<file path="src/fan_thermal_pkg.sv">
/*
 Shared constants and types of the fan and thermal monitor status and
 configuration logic. Assumes a 100 MHz system clock.
*/
package fan_thermal_pkg;
	localparam int CLK_HZ             = 100_000_000;
	localparam int TIMEOUT_MS         = 30;
	localparam int RESET_DELAY_MS     = 240;
	localparam int TIMEOUT_CYCLES     = TIMEOUT_MS * (CLK_HZ / 1000);
	localparam int RESET_DELAY_CYCLES = RESET_DELAY_MS * (CLK_HZ / 1000);

	localparam logic [7:0] CMD_READ_STATUS  = 8'h02;
	localparam logic [7:0] CMD_READ_CONFIG  = 8'h03;
	localparam logic [7:0] CMD_WRITE_CONFIG = 8'h09;
	localparam logic [7:0] CMD_ONE_SHOT     = 8'h0F;

	localparam logic [6:0] DEVICE_ADDR         = 7'h3D;
	localparam logic [6:0] ALERT_RESPONSE_ADDR = 7'h0C;

	localparam int CFG_MASK_BIT          = 7;
	localparam int CFG_FAIL_DETECT_BIT   = 5;
	localparam int CFG_CONTROL_LOSS_BIT  = 4;
	localparam int CFG_LOOP_BIT          = 1;
	localparam logic [7:0] CONFIG_RESET    = 8'h02;
	localparam logic [7:0] CONFIG_WRITABLE = 8'hB2;

	localparam int ST_BUSY_BIT    = 7;
	localparam int ST_FAIL_BIT    = 6;
	localparam int ST_CONTROL_BIT = 5;
	localparam int ST_DIODE3_BIT  = 3;
	localparam int ST_DIODE2_BIT  = 2;
	localparam int ST_DIODE1_BIT  = 1;

	typedef enum logic [5:0] {
		BUS_IDLE = 6'h01,
		BUS_ADDR = 6'h02,
		BUS_ACK  = 6'h04,
		BUS_RECV = 6'h08,
		BUS_SEND = 6'h10,
		BUS_MACK = 6'h20
	} bus_state_t;

	typedef struct packed {
		logic converterBusy;
		logic fanFailure;
		logic fanOutOfControl;
		logic diodeThreeOpen;
		logic diodeTwoOpen;
		logic diodeOneOpen;
	} fault_in_t;

	typedef struct packed {
		logic        sclMeta;
		logic        sclSync;
		logic        sclPrev;
		logic        sdaMeta;
		logic        sdaSync;
		logic        sdaPrev;
		fault_in_t   faultMeta;
		fault_in_t   faultSync;
		logic        supplyMeta;
		logic        supplySync;
		bus_state_t  busState;
		logic [3:0]  bitCount;
		logic [7:0]  shiftByte;
		logic        readNotWrite;
		logic        alertResponse;
		logic        gotCommand;
		logic [7:0]  pointer;
		logic [7:0]  controlSettings;
		logic [7:0]  faultFlags;
		logic        alertLatch;
		logic        sdaDrive;
		logic        alertDrive;
		logic [31:0] timeoutCount;
		logic [31:0] resetCount;
		logic        resetRelease;
		logic        conversionStart;
	} regs_t;

	localparam regs_t REGS_RESET = '{
		sclMeta:         1'b1,
		sclSync:         1'b1,
		sclPrev:         1'b1,
		sdaMeta:         1'b1,
		sdaSync:         1'b1,
		sdaPrev:         1'b1,
		busState:        BUS_IDLE,
		controlSettings: CONFIG_RESET,
		default:         '0
	};
endpackage

</file>
<file path="src/fan_thermal_status_config_regs.sv">
/*
 SMBus slave holding the status and configuration bytes of the fan and
 thermal monitor, with the alert latch and the supply reset delay.
 Assumes SCL, SDA, fault and supply inputs are asynchronous to sys_clk;
 open-drain pins are resolved outside from the low-active enables.
*/
// Contract
// - Status read clears flags, live faults stay
// - Status bit 7 shows converter busy
// - Status bit 6 flags fan failure
// - Status bit 5 flags fan out-of-control
// - Status bits 3..1 flag open diodes
// - Status bits 4 and 0 read zero
// - Fault flags sticky until reset or read
// - Config read 03h, write 09h
// - Config bit 7 masks alert output
// - Config bit 5 enables fan failure detection
// - Config bit 4 enables control loss detection
// - Config bit 1 loop mode, resets 1
// - Reset output high 240ms after supply good
// - Alert low while any non-busy flag set
// - Alert latched, released by alert response read
// - SCL low over 30ms resets bus interface
`timescale 1ns/1ps
module fan_thermal_status_config_regs #(
	parameter int unsigned TIMEOUT_CYCLES     = fan_thermal_pkg::TIMEOUT_CYCLES,
	parameter int unsigned RESET_DELAY_CYCLES = fan_thermal_pkg::RESET_DELAY_CYCLES
) (
	input  wire logic                      sys_clk,
	input  wire logic                      reset_n,
	input  wire logic                      sclIn,
	input  wire logic                      sdaIn,
	output logic                           sdaOut,
	output logic                           sdaOe_n,
	output logic                           alertOut,
	output logic                           alertOe_n,
	input  wire fan_thermal_pkg::fault_in_t faultIn,
	input  wire logic                      supplyGood,
	output logic                           resetOut_n,
	output logic                           conversionStart,
	output logic                           fanLoopSelect
);

	////////////////////////////////////////////////////////////////////////
	// Helpers

	function automatic logic [7:0] statusByte(input logic [7:0] flags, input logic busy);
		statusByte = flags;
		statusByte[fan_thermal_pkg::ST_BUSY_BIT] = busy;
	endfunction

	function automatic logic [7:0] readMux(input logic [7:0] ptr, input logic [7:0] status,
		input logic [7:0] cfg);
		case (ptr)
			fan_thermal_pkg::CMD_READ_STATUS: readMux = status;
			fan_thermal_pkg::CMD_READ_CONFIG: readMux = cfg;
			default:                          readMux = 8'h00;
		endcase
	endfunction

	////////////////////////////////////////////////////////////////////////
	// State

	fan_thermal_pkg::regs_t state_reg;
	fan_thermal_pkg::regs_t state_next;

	logic       sclRise;
	logic       sclFall;
	logic       startCond;
	logic       stopCond;
	logic       addrMatch;
	logic       araMatch;
	logic       clearStatus;
	logic       releaseAlert;
	logic [7:0] setFlags;
	logic [7:0] txByte;

	always_comb begin
		state_next = state_reg;
		state_next.sclMeta    = sclIn;
		state_next.sclSync    = state_reg.sclMeta;
		state_next.sclPrev    = state_reg.sclSync;
		state_next.sdaMeta    = sdaIn;
		state_next.sdaSync    = state_reg.sdaMeta;
		state_next.sdaPrev    = state_reg.sdaSync;
		state_next.faultMeta  = faultIn;
		state_next.faultSync  = state_reg.faultMeta;
		state_next.supplyMeta = supplyGood;
		state_next.supplySync = state_reg.supplyMeta;
		state_next.conversionStart = 1'b0;
		clearStatus  = 1'b0;
		releaseAlert = 1'b0;

		sclRise   = state_reg.sclSync & ~state_reg.sclPrev;
		sclFall   = ~state_reg.sclSync & state_reg.sclPrev;
		startCond = state_reg.sclSync & state_reg.sclPrev & state_reg.sdaPrev
			& ~state_reg.sdaSync;
		stopCond  = state_reg.sclSync & state_reg.sclPrev & ~state_reg.sdaPrev
			& state_reg.sdaSync;
		addrMatch = state_reg.shiftByte[7:1] == fan_thermal_pkg::DEVICE_ADDR;
		araMatch  = state_reg.shiftByte[7:1] == fan_thermal_pkg::ALERT_RESPONSE_ADDR
			&& state_reg.shiftByte[0] && state_reg.alertLatch;
		txByte = state_reg.alertResponse ? {fan_thermal_pkg::DEVICE_ADDR, 1'b1}
			: readMux(state_reg.pointer,
				statusByte(state_reg.faultFlags, state_reg.faultSync.converterBusy),
				state_reg.controlSettings);

		////////////////////////////////////////////////////////////////////
		// Bus engine

		case (state_reg.busState)
			fan_thermal_pkg::BUS_IDLE: begin
				state_next.sdaDrive = 1'b0;
			end
			fan_thermal_pkg::BUS_ADDR: begin
				if (sclRise) begin
					state_next.shiftByte = {state_reg.shiftByte[6:0], state_reg.sdaSync};
					state_next.bitCount  = state_reg.bitCount + 4'h1;
				end else if (sclFall && state_reg.bitCount == 4'h8) begin
					if (addrMatch || araMatch) begin
						state_next.alertResponse = araMatch;
						state_next.readNotWrite  = state_reg.shiftByte[0];
						state_next.sdaDrive      = 1'b1;
						state_next.busState      = fan_thermal_pkg::BUS_ACK;
					end else begin
						state_next.busState = fan_thermal_pkg::BUS_IDLE;
					end
				end
			end
			fan_thermal_pkg::BUS_ACK: begin
				if (sclFall) begin
					state_next.bitCount = 4'h0;
					if (state_reg.readNotWrite) begin
						state_next.shiftByte = txByte;
						state_next.sdaDrive  = ~txByte[7];
						state_next.busState  = fan_thermal_pkg::BUS_SEND;
					end else begin
						state_next.sdaDrive = 1'b0;
						state_next.busState = fan_thermal_pkg::BUS_RECV;
					end
				end
			end
			fan_thermal_pkg::BUS_RECV: begin
				if (sclRise) begin
					state_next.shiftByte = {state_reg.shiftByte[6:0], state_reg.sdaSync};
					state_next.bitCount  = state_reg.bitCount + 4'h1;
				end else if (sclFall && state_reg.bitCount == 4'h8) begin
					if (!state_reg.gotCommand) begin
						state_next.pointer    = state_reg.shiftByte;
						state_next.gotCommand = 1'b1;
						state_next.conversionStart =
							state_reg.shiftByte == fan_thermal_pkg::CMD_ONE_SHOT;
					end else if (state_reg.pointer == fan_thermal_pkg::CMD_WRITE_CONFIG) begin
						state_next.controlSettings = state_reg.shiftByte
							& fan_thermal_pkg::CONFIG_WRITABLE;
					end
					state_next.sdaDrive = 1'b1;
					state_next.busState = fan_thermal_pkg::BUS_ACK;
				end
			end
			fan_thermal_pkg::BUS_SEND: begin
				if (sclRise) begin
					state_next.bitCount = state_reg.bitCount + 4'h1;
				end else if (sclFall) begin
					if (state_reg.bitCount == 4'h8) begin
						state_next.sdaDrive = 1'b0;
						state_next.busState = fan_thermal_pkg::BUS_MACK;
					end else begin
						state_next.shiftByte = {state_reg.shiftByte[6:0], 1'b0};
						state_next.sdaDrive  = ~state_reg.shiftByte[6];
					end
				end
			end
			fan_thermal_pkg::BUS_MACK: begin
				if (sclRise) begin
					releaseAlert = state_reg.alertResponse;
					clearStatus  = ~state_reg.alertResponse
						&& state_reg.pointer == fan_thermal_pkg::CMD_READ_STATUS;
					state_next.busState = fan_thermal_pkg::BUS_IDLE;
				end
			end
			default: begin
				state_next.busState = fan_thermal_pkg::BUS_IDLE;
			end
		endcase

		if (startCond) begin
			state_next.busState   = fan_thermal_pkg::BUS_ADDR;
			state_next.bitCount   = 4'h0;
			state_next.gotCommand = 1'b0;
			state_next.sdaDrive   = 1'b0;
		end else if (stopCond) begin
			state_next.busState = fan_thermal_pkg::BUS_IDLE;
			state_next.sdaDrive = 1'b0;
		end

		// Clock-low watchdog
		if (state_reg.busState != fan_thermal_pkg::BUS_IDLE && !state_reg.sclSync) begin
			state_next.timeoutCount = state_reg.timeoutCount + 32'h1;
			if (state_reg.timeoutCount >= TIMEOUT_CYCLES) begin
				state_next.busState     = fan_thermal_pkg::BUS_IDLE;
				state_next.sdaDrive     = 1'b0;
				state_next.timeoutCount = 32'h0;
			end
		end else begin
			state_next.timeoutCount = 32'h0;
		end

		////////////////////////////////////////////////////////////////////
		// Fault flags and alert

		setFlags = 8'h00;
		setFlags[fan_thermal_pkg::ST_FAIL_BIT] = state_reg.faultSync.fanFailure
			& state_reg.controlSettings[fan_thermal_pkg::CFG_FAIL_DETECT_BIT];
		setFlags[fan_thermal_pkg::ST_CONTROL_BIT] = state_reg.faultSync.fanOutOfControl
			& state_reg.controlSettings[fan_thermal_pkg::CFG_CONTROL_LOSS_BIT];
		setFlags[fan_thermal_pkg::ST_DIODE3_BIT] = state_reg.faultSync.diodeThreeOpen;
		setFlags[fan_thermal_pkg::ST_DIODE2_BIT] = state_reg.faultSync.diodeTwoOpen;
		setFlags[fan_thermal_pkg::ST_DIODE1_BIT] = state_reg.faultSync.diodeOneOpen;
		state_next.faultFlags = (clearStatus ? 8'h00 : state_reg.faultFlags)
			| setFlags;

		state_next.alertLatch = (state_reg.alertLatch & ~releaseAlert)
			| ((|state_reg.faultFlags)
			& ~state_reg.controlSettings[fan_thermal_pkg::CFG_MASK_BIT]);
		state_next.alertDrive = state_next.alertLatch
			& ~state_reg.controlSettings[fan_thermal_pkg::CFG_MASK_BIT];

		////////////////////////////////////////////////////////////////////
		// Supply reset delay

		if (!state_reg.supplySync) begin
			state_next.resetCount   = 32'h0;
			state_next.resetRelease = 1'b0;
		end else if (state_reg.resetCount >= RESET_DELAY_CYCLES) begin
			state_next.resetRelease = 1'b1;
		end else begin
			state_next.resetCount = state_reg.resetCount + 32'h1;
		end
	end

	always_ff @(posedge sys_clk or negedge reset_n) begin
		if (!reset_n) begin
			state_reg <= fan_thermal_pkg::REGS_RESET;
		end else begin
			state_reg <= state_next;
		end
	end

	////////////////////////////////////////////////////////////////////////
	// Outputs

	assign sdaOut          = 1'b0;
	assign sdaOe_n         = ~state_reg.sdaDrive;
	assign alertOut        = 1'b0;
	assign alertOe_n       = ~state_reg.alertDrive;
	assign resetOut_n      = state_reg.resetRelease;
	assign conversionStart = state_reg.conversionStart;
	assign fanLoopSelect   = state_reg.controlSettings[fan_thermal_pkg::CFG_LOOP_BIT];

endmodule

</file>
<file path="config.mk">
export PLATFORM = sky130hd
export DESIGN_NAME = fan_thermal_status_config_regs
export DESIGN_NICKNAME = d
export VERILOG_FILES = /design/src/fan_thermal_pkg.sv /design/src/fan_thermal_status_config_regs.sv
export SDC_FILE = /design/constraint.sdc
export NUM_CORES = 1
export LEC_CHECK = 0
export BUFFER_PORTS_ARGS = -buffer_cell sky130_fd_sc_hd__buf_2
export CORE_ASPECT_RATIO = 1.5
export CORE_MARGIN = 4
export CORE_UTILIZATION = 65
export CTS_CLUSTER_DIAMETER = 80
export DETAILED_ROUTE_END_ITERATION = 8
export MAX_ROUTING_LAYER = met4
export PLACE_DENSITY = 0.94
export SYNTH_ARGS = -nofsm -noshare
export SYNTH_HDL_FRONTEND = slang
export SYNTH_SLANG_ARGS = --single-unit
</file>
<file path="constraint.sdc">
create_clock -name sys_clk -period 4.25 [get_ports sys_clk]
set_clock_uncertainty 0.1 [all_clocks]
set_input_delay 1.275 -clock sys_clk [delete_from_list [all_inputs] [get_ports sys_clk]]
set_output_delay 1.275 -clock sys_clk [all_outputs]
set_load 0.01 [all_outputs]
</file>
After elaboration in Yosys (flattened, before gate mapping)
Index checks and enable logic that the tools add are counted.
Storage, ports and cells
  register bits: 130
  bits of input ports: 11
  output and inout bits: 7
  word-level logic and storage cells: 175
Operators by class
  $add $sub $neg: 3
  magnitude comparators: 2
  eq/ne operators: 26
  multiplexer cells: 62
  bitwise logic cells: 27
  reduce and logical (&&, ||, !) cells: 19
Operators with widths (count)
  two-way mux 32 bit: 3
  two-way mux 6 bit: 12
  two-way mux 8 bit: 9
  adder 32 x 1 -> 32 bit, second input constant: 2
  two-way mux 17 bit: 3
  case mux 12 bit (3 select lines): 1
  case mux 6 bit (6 select lines): 1
  two-way mux 33 bit: 1
  >= comparator 32 x 22 -> 1 bit, second input constant: 1
  >= comparator 32 x 25 -> 1 bit, second input constant: 1
  two-way mux 1 bit: 24
  two-way mux 18 bit: 1
  equality test 8 x 2 -> 1 bit, second input constant: 2
  equality test 8 x 4 -> 1 bit, second input constant: 2
  case mux 8 bit (2 select lines): 1
  inverter 1 bit: 13
  AND 1 bit: 12
  two-way mux 12 bit: 1
  != test 2 bit, second input constant: 6
  AND reduction 4 bit: 3
  two-way mux 4 bit: 2
  OR 8 x 7 -> 8 bit: 1
  OR reduction 8 bit: 1
  equality test 7 x 4 -> 1 bit, second input constant: 1
  27 further kinds: 35

Logic depth before layout (Yosys ltp)
  depth after elaboration: 12
  gate-level depth with buffers: 8
  depth with buffers taken out: 7

Worst setup path after synthesis
No wires, ideal clock.
  path kind: flip-flop to flip-flop
  start point: register state_reg[30] (netlist bit)
  end point: register state_reg[19] (netlist bit)
  setup time: 0.066 ns
  data arrival time: 2.339 ns
  required time: 4.084 ns
  setup slack: 1.745 ns
  stages on the path, launching flop included: 7
  path buffers: 1
  period minus slack after synthesis: 2.505 ns
  path through: dfrtp_1 -> or4_4 -> a211o_1 -> or4_1 -> buf_2 -> or4_1 -> nand2_1
Between the ends
  word-level cells in the longest chain between the ends: 2
RTL lines
  start: declaration: RTL line fan_thermal_status_config_regs.sv:64  | fan_thermal_pkg::regs_t state_reg;
  start signal: assignment: RTL line fan_thermal_status_config_regs.sv:244  | state_reg <= fan_thermal_pkg::REGS_RESET;
  start signal: assignment: RTL line fan_thermal_status_config_regs.sv:246  | state_reg <= state_next;
  >= comparator 32 x 25 -> 1 bit: RTL line fan_thermal_status_config_regs.sv:235  | end else if (state_reg.resetCount >= RESET_DELAY_CYCLES) begin
  != test 2 bit (no source line)
No other way between the ends.
A chain may end at the register's enable or synchronous reset.

Worst setup path after layout
  start point: register state_reg[27] (netlist bit)
  end point: register state_reg[24] (netlist bit)
Same word-level chain as after synthesis.

==> impl_metrics.toml <==
[status]
status = "complete, but fails checks"
violations = "design-rule violations"

[die]
die_h_um = 127
fp.dieArea_um2 = 11000
die-width_um = 87.1
core-area_um2 = 9200
rows = 43
ioPinCount = 18
start_util_pct = 66.3

[drt]
drt_wl_total_mm = 15.5
drc_errors = 1
vias = 5053
wl_per_cell_um = 21.3
antenna_left = 0
dr.pass1.iters = 9
drt_iter0_markers = 577
routed_via_density = 6.94

[cells_and_area]
largest_reg_flops = 110
fin_area_um2 = 6900
drive_gt1_share_pct = 14.6
multi_input_area_um2 = 2780
num-nets-final = 620
final_cell_mix = "dfrtp_1, nor2_1, nand2_1"
diodes = 0
final_common_cell = "dfrtp_1"
seqCellArea_um2 = 3190
fillCellCount = 517
synthToLayoutAreaGrowth_pct = 13.0

[worst_setup_path]
arrival_ns = 3.27
critPathKind = "reg -> reg"
end_kind = "flop"
worst_setup_path_start_kind = "flop"
cp.required_ns = 4.49
critPathMaxFanout = 14

[clock_network]
ctsHoldBuffers = 0
insertion_delay_ns = 0.43
cts_root_buf = "clkbuf_16"
cts_buffers = 17
clock-sinks = 127
cts_resized = 0
cts_setup_buffers = 0
tritoncts = "done"
htree_levels = 4
clock_path_buffers = 2
clkTransAtPathRegs_ns = 0.06

[yosys]
ys_types = 68
yosysTopAreaCellShare_pct = 48.8
ys_seq_area_share_pct = 52.3
synth_area_um2 = 6100
ys_ff_latch = 127
syn_area_per_cell_um2 = 10.5
synth_top_area_cell = "dfrtp_1"
yosysWarnings = 0
synthCells = 582
synth-main-ff-cell = "dfrtp_1"
synth_edf_count = 0
synth.area.top_cells = "dfrtp_1, mux2_2, nor2_1"
async_reset_ff_share_pct = 100

[global_route]
groute.usage.overall_pct = 31.5
antenna_found_initial = 0
grt_overflow = 0
grt_pass1_wl_mm = 26.3
grt_max_degree = 75
grt_pass1_vias = 5248

[power]
power_density_nw_per_um2 = 411
p_total_mw = 2.83
power_leakage_nw = 2.92
ir_worst_vdd_mv = 0.349

[sta]
setup_slack_ns = 1.22
setup_viol = 0
slew_headroom_pct = 27.1
rsz0062_at_grt = "false"
hold_viol_final = 0
drv_slew = 0
tns_ns = 0
fin_crit_sh_pct = 71.4
period_needed_ns = 3.03
fmax_ghz = 0.330
worstMarginPinSlew_ns = 1.09

[placed_design]
postPlaceCellArea_um2 = 6280
dp_hpwl_mm = 9.15
port_buffers = 15
place_ws_ns = 1.38
gp_congestion = 0.889

[hold_path]
hp-class = "reg -> reg"

[flow_run]
cap_violations = 0
## where the power goes
part / switching, mW / leakage [nW] / internal (mW) / total, mW
combinational: 0.0482 / 0.969 / 0.0180 / 0.0662
sequential: 0.0191 / 1.66 / 1.23 / 1.25
clock: 0.572 / 0.286 / 0.945 / 1.52
total: 0.640 / 2.92 / 2.19 / 2.83
## routing by layer
layer | up-vias | global-route usage [%] | wire length [um]
met5 | - | - | 0
met4 | 0 | 13.9 | 697
met3 | 101 | 7.67 | 1040
met2 | 315 | 52.5 | 8270
met1 | 2496 | 35.6 | 5490
li1 | 2141 | - | -
## cells by family (layout without fill, tap and decap cells)
logic type,count (synthesis),in the layout,share of synthesized area (%)
buffers and inverters,43,66,2.79
xor gates and xnor gates,37,37,5.31
DFF,127,127,52.3
and+or+nand+nor,236,236,20.9
adders and majority gates,6,6,1.23
AOI/OAI and AO/OA,101,101,11.9
muxes,31,31,5.58
other,1,12,0.0615
## stage by stage
step | instances | hold slack (ns) | utilization, %
2_1_floorplan | 593 | 0.231 | -
3_3_place_gp | 696 | 0.233 | 68.2
3_5_place_dp | 696 | 0.238 | 68.2
4_1_cts | 728 | 0.251 | 75.0
5_1_grt | 728 | 0.261 | 75.0
6_report | 728 | 0.249 | 75.0
## final timing paths
path / cells past startpoint / slack, ns / to / from
setup reg to reg: 5 / 1.22 / state_reg[24] / state_reg[27]
min in group asynchronous: 1 / 0.79 / state_reg[40] / reset_n
hold reg to reg: 0 / 0.25 / state_reg[120] / state_next[120]
setup / recovery: 5 / 1.22 / state_reg[24] / state_reg[27]
hold / removal: 0 / 0.25 / state_reg[120] / state_next[120]
max in group asynchronous: 2 / 2.40 / state_next[129] / reset_n
## synthesized netlist by cell type (5+ instances only)
library cell / count
nor3_1: 8
nand2b_1: 10
a2111oi_0: 8
a211oi_1: 10
dfstp_2: 8
mux2_2: 24
inv_1: 17
and4_1: 6
dfrtp_1: 119
nor2_1: 63
nand2_1: 33
nor4_1: 10
mux2i_1: 7
nor2b_1: 7
o21ai_0: 16
a21oi_1: 18
clkbuf_1: 21
xnor2_1: 18
nand4b_1: 8
and2_1: 12
o21a_1: 5
xor2_1: 19
nand3_1: 29
ha_1: 6
nand4_1: 15
and3_1: 9
## worst max-delay path, cell delays in order, from the launching register on
cell       delay, ns
dfrtp_1         0.41
or4_4           0.55
a211o_1         0.42
or4_1           0.76
a2111oi_2       0.45
mux2i_1         0.26
## cell type report
class                   count  share of cell area (%)
clock inverters            14                    2.61
well taps                 112                    2.03
repair buffers             16                    1.42
clock buffers              18                    6.37
multi-input cells         423                    40.4
inverters                  18                   0.980
flip-flops and latches    127                    46.2
(Power assumes the default switching activity.)
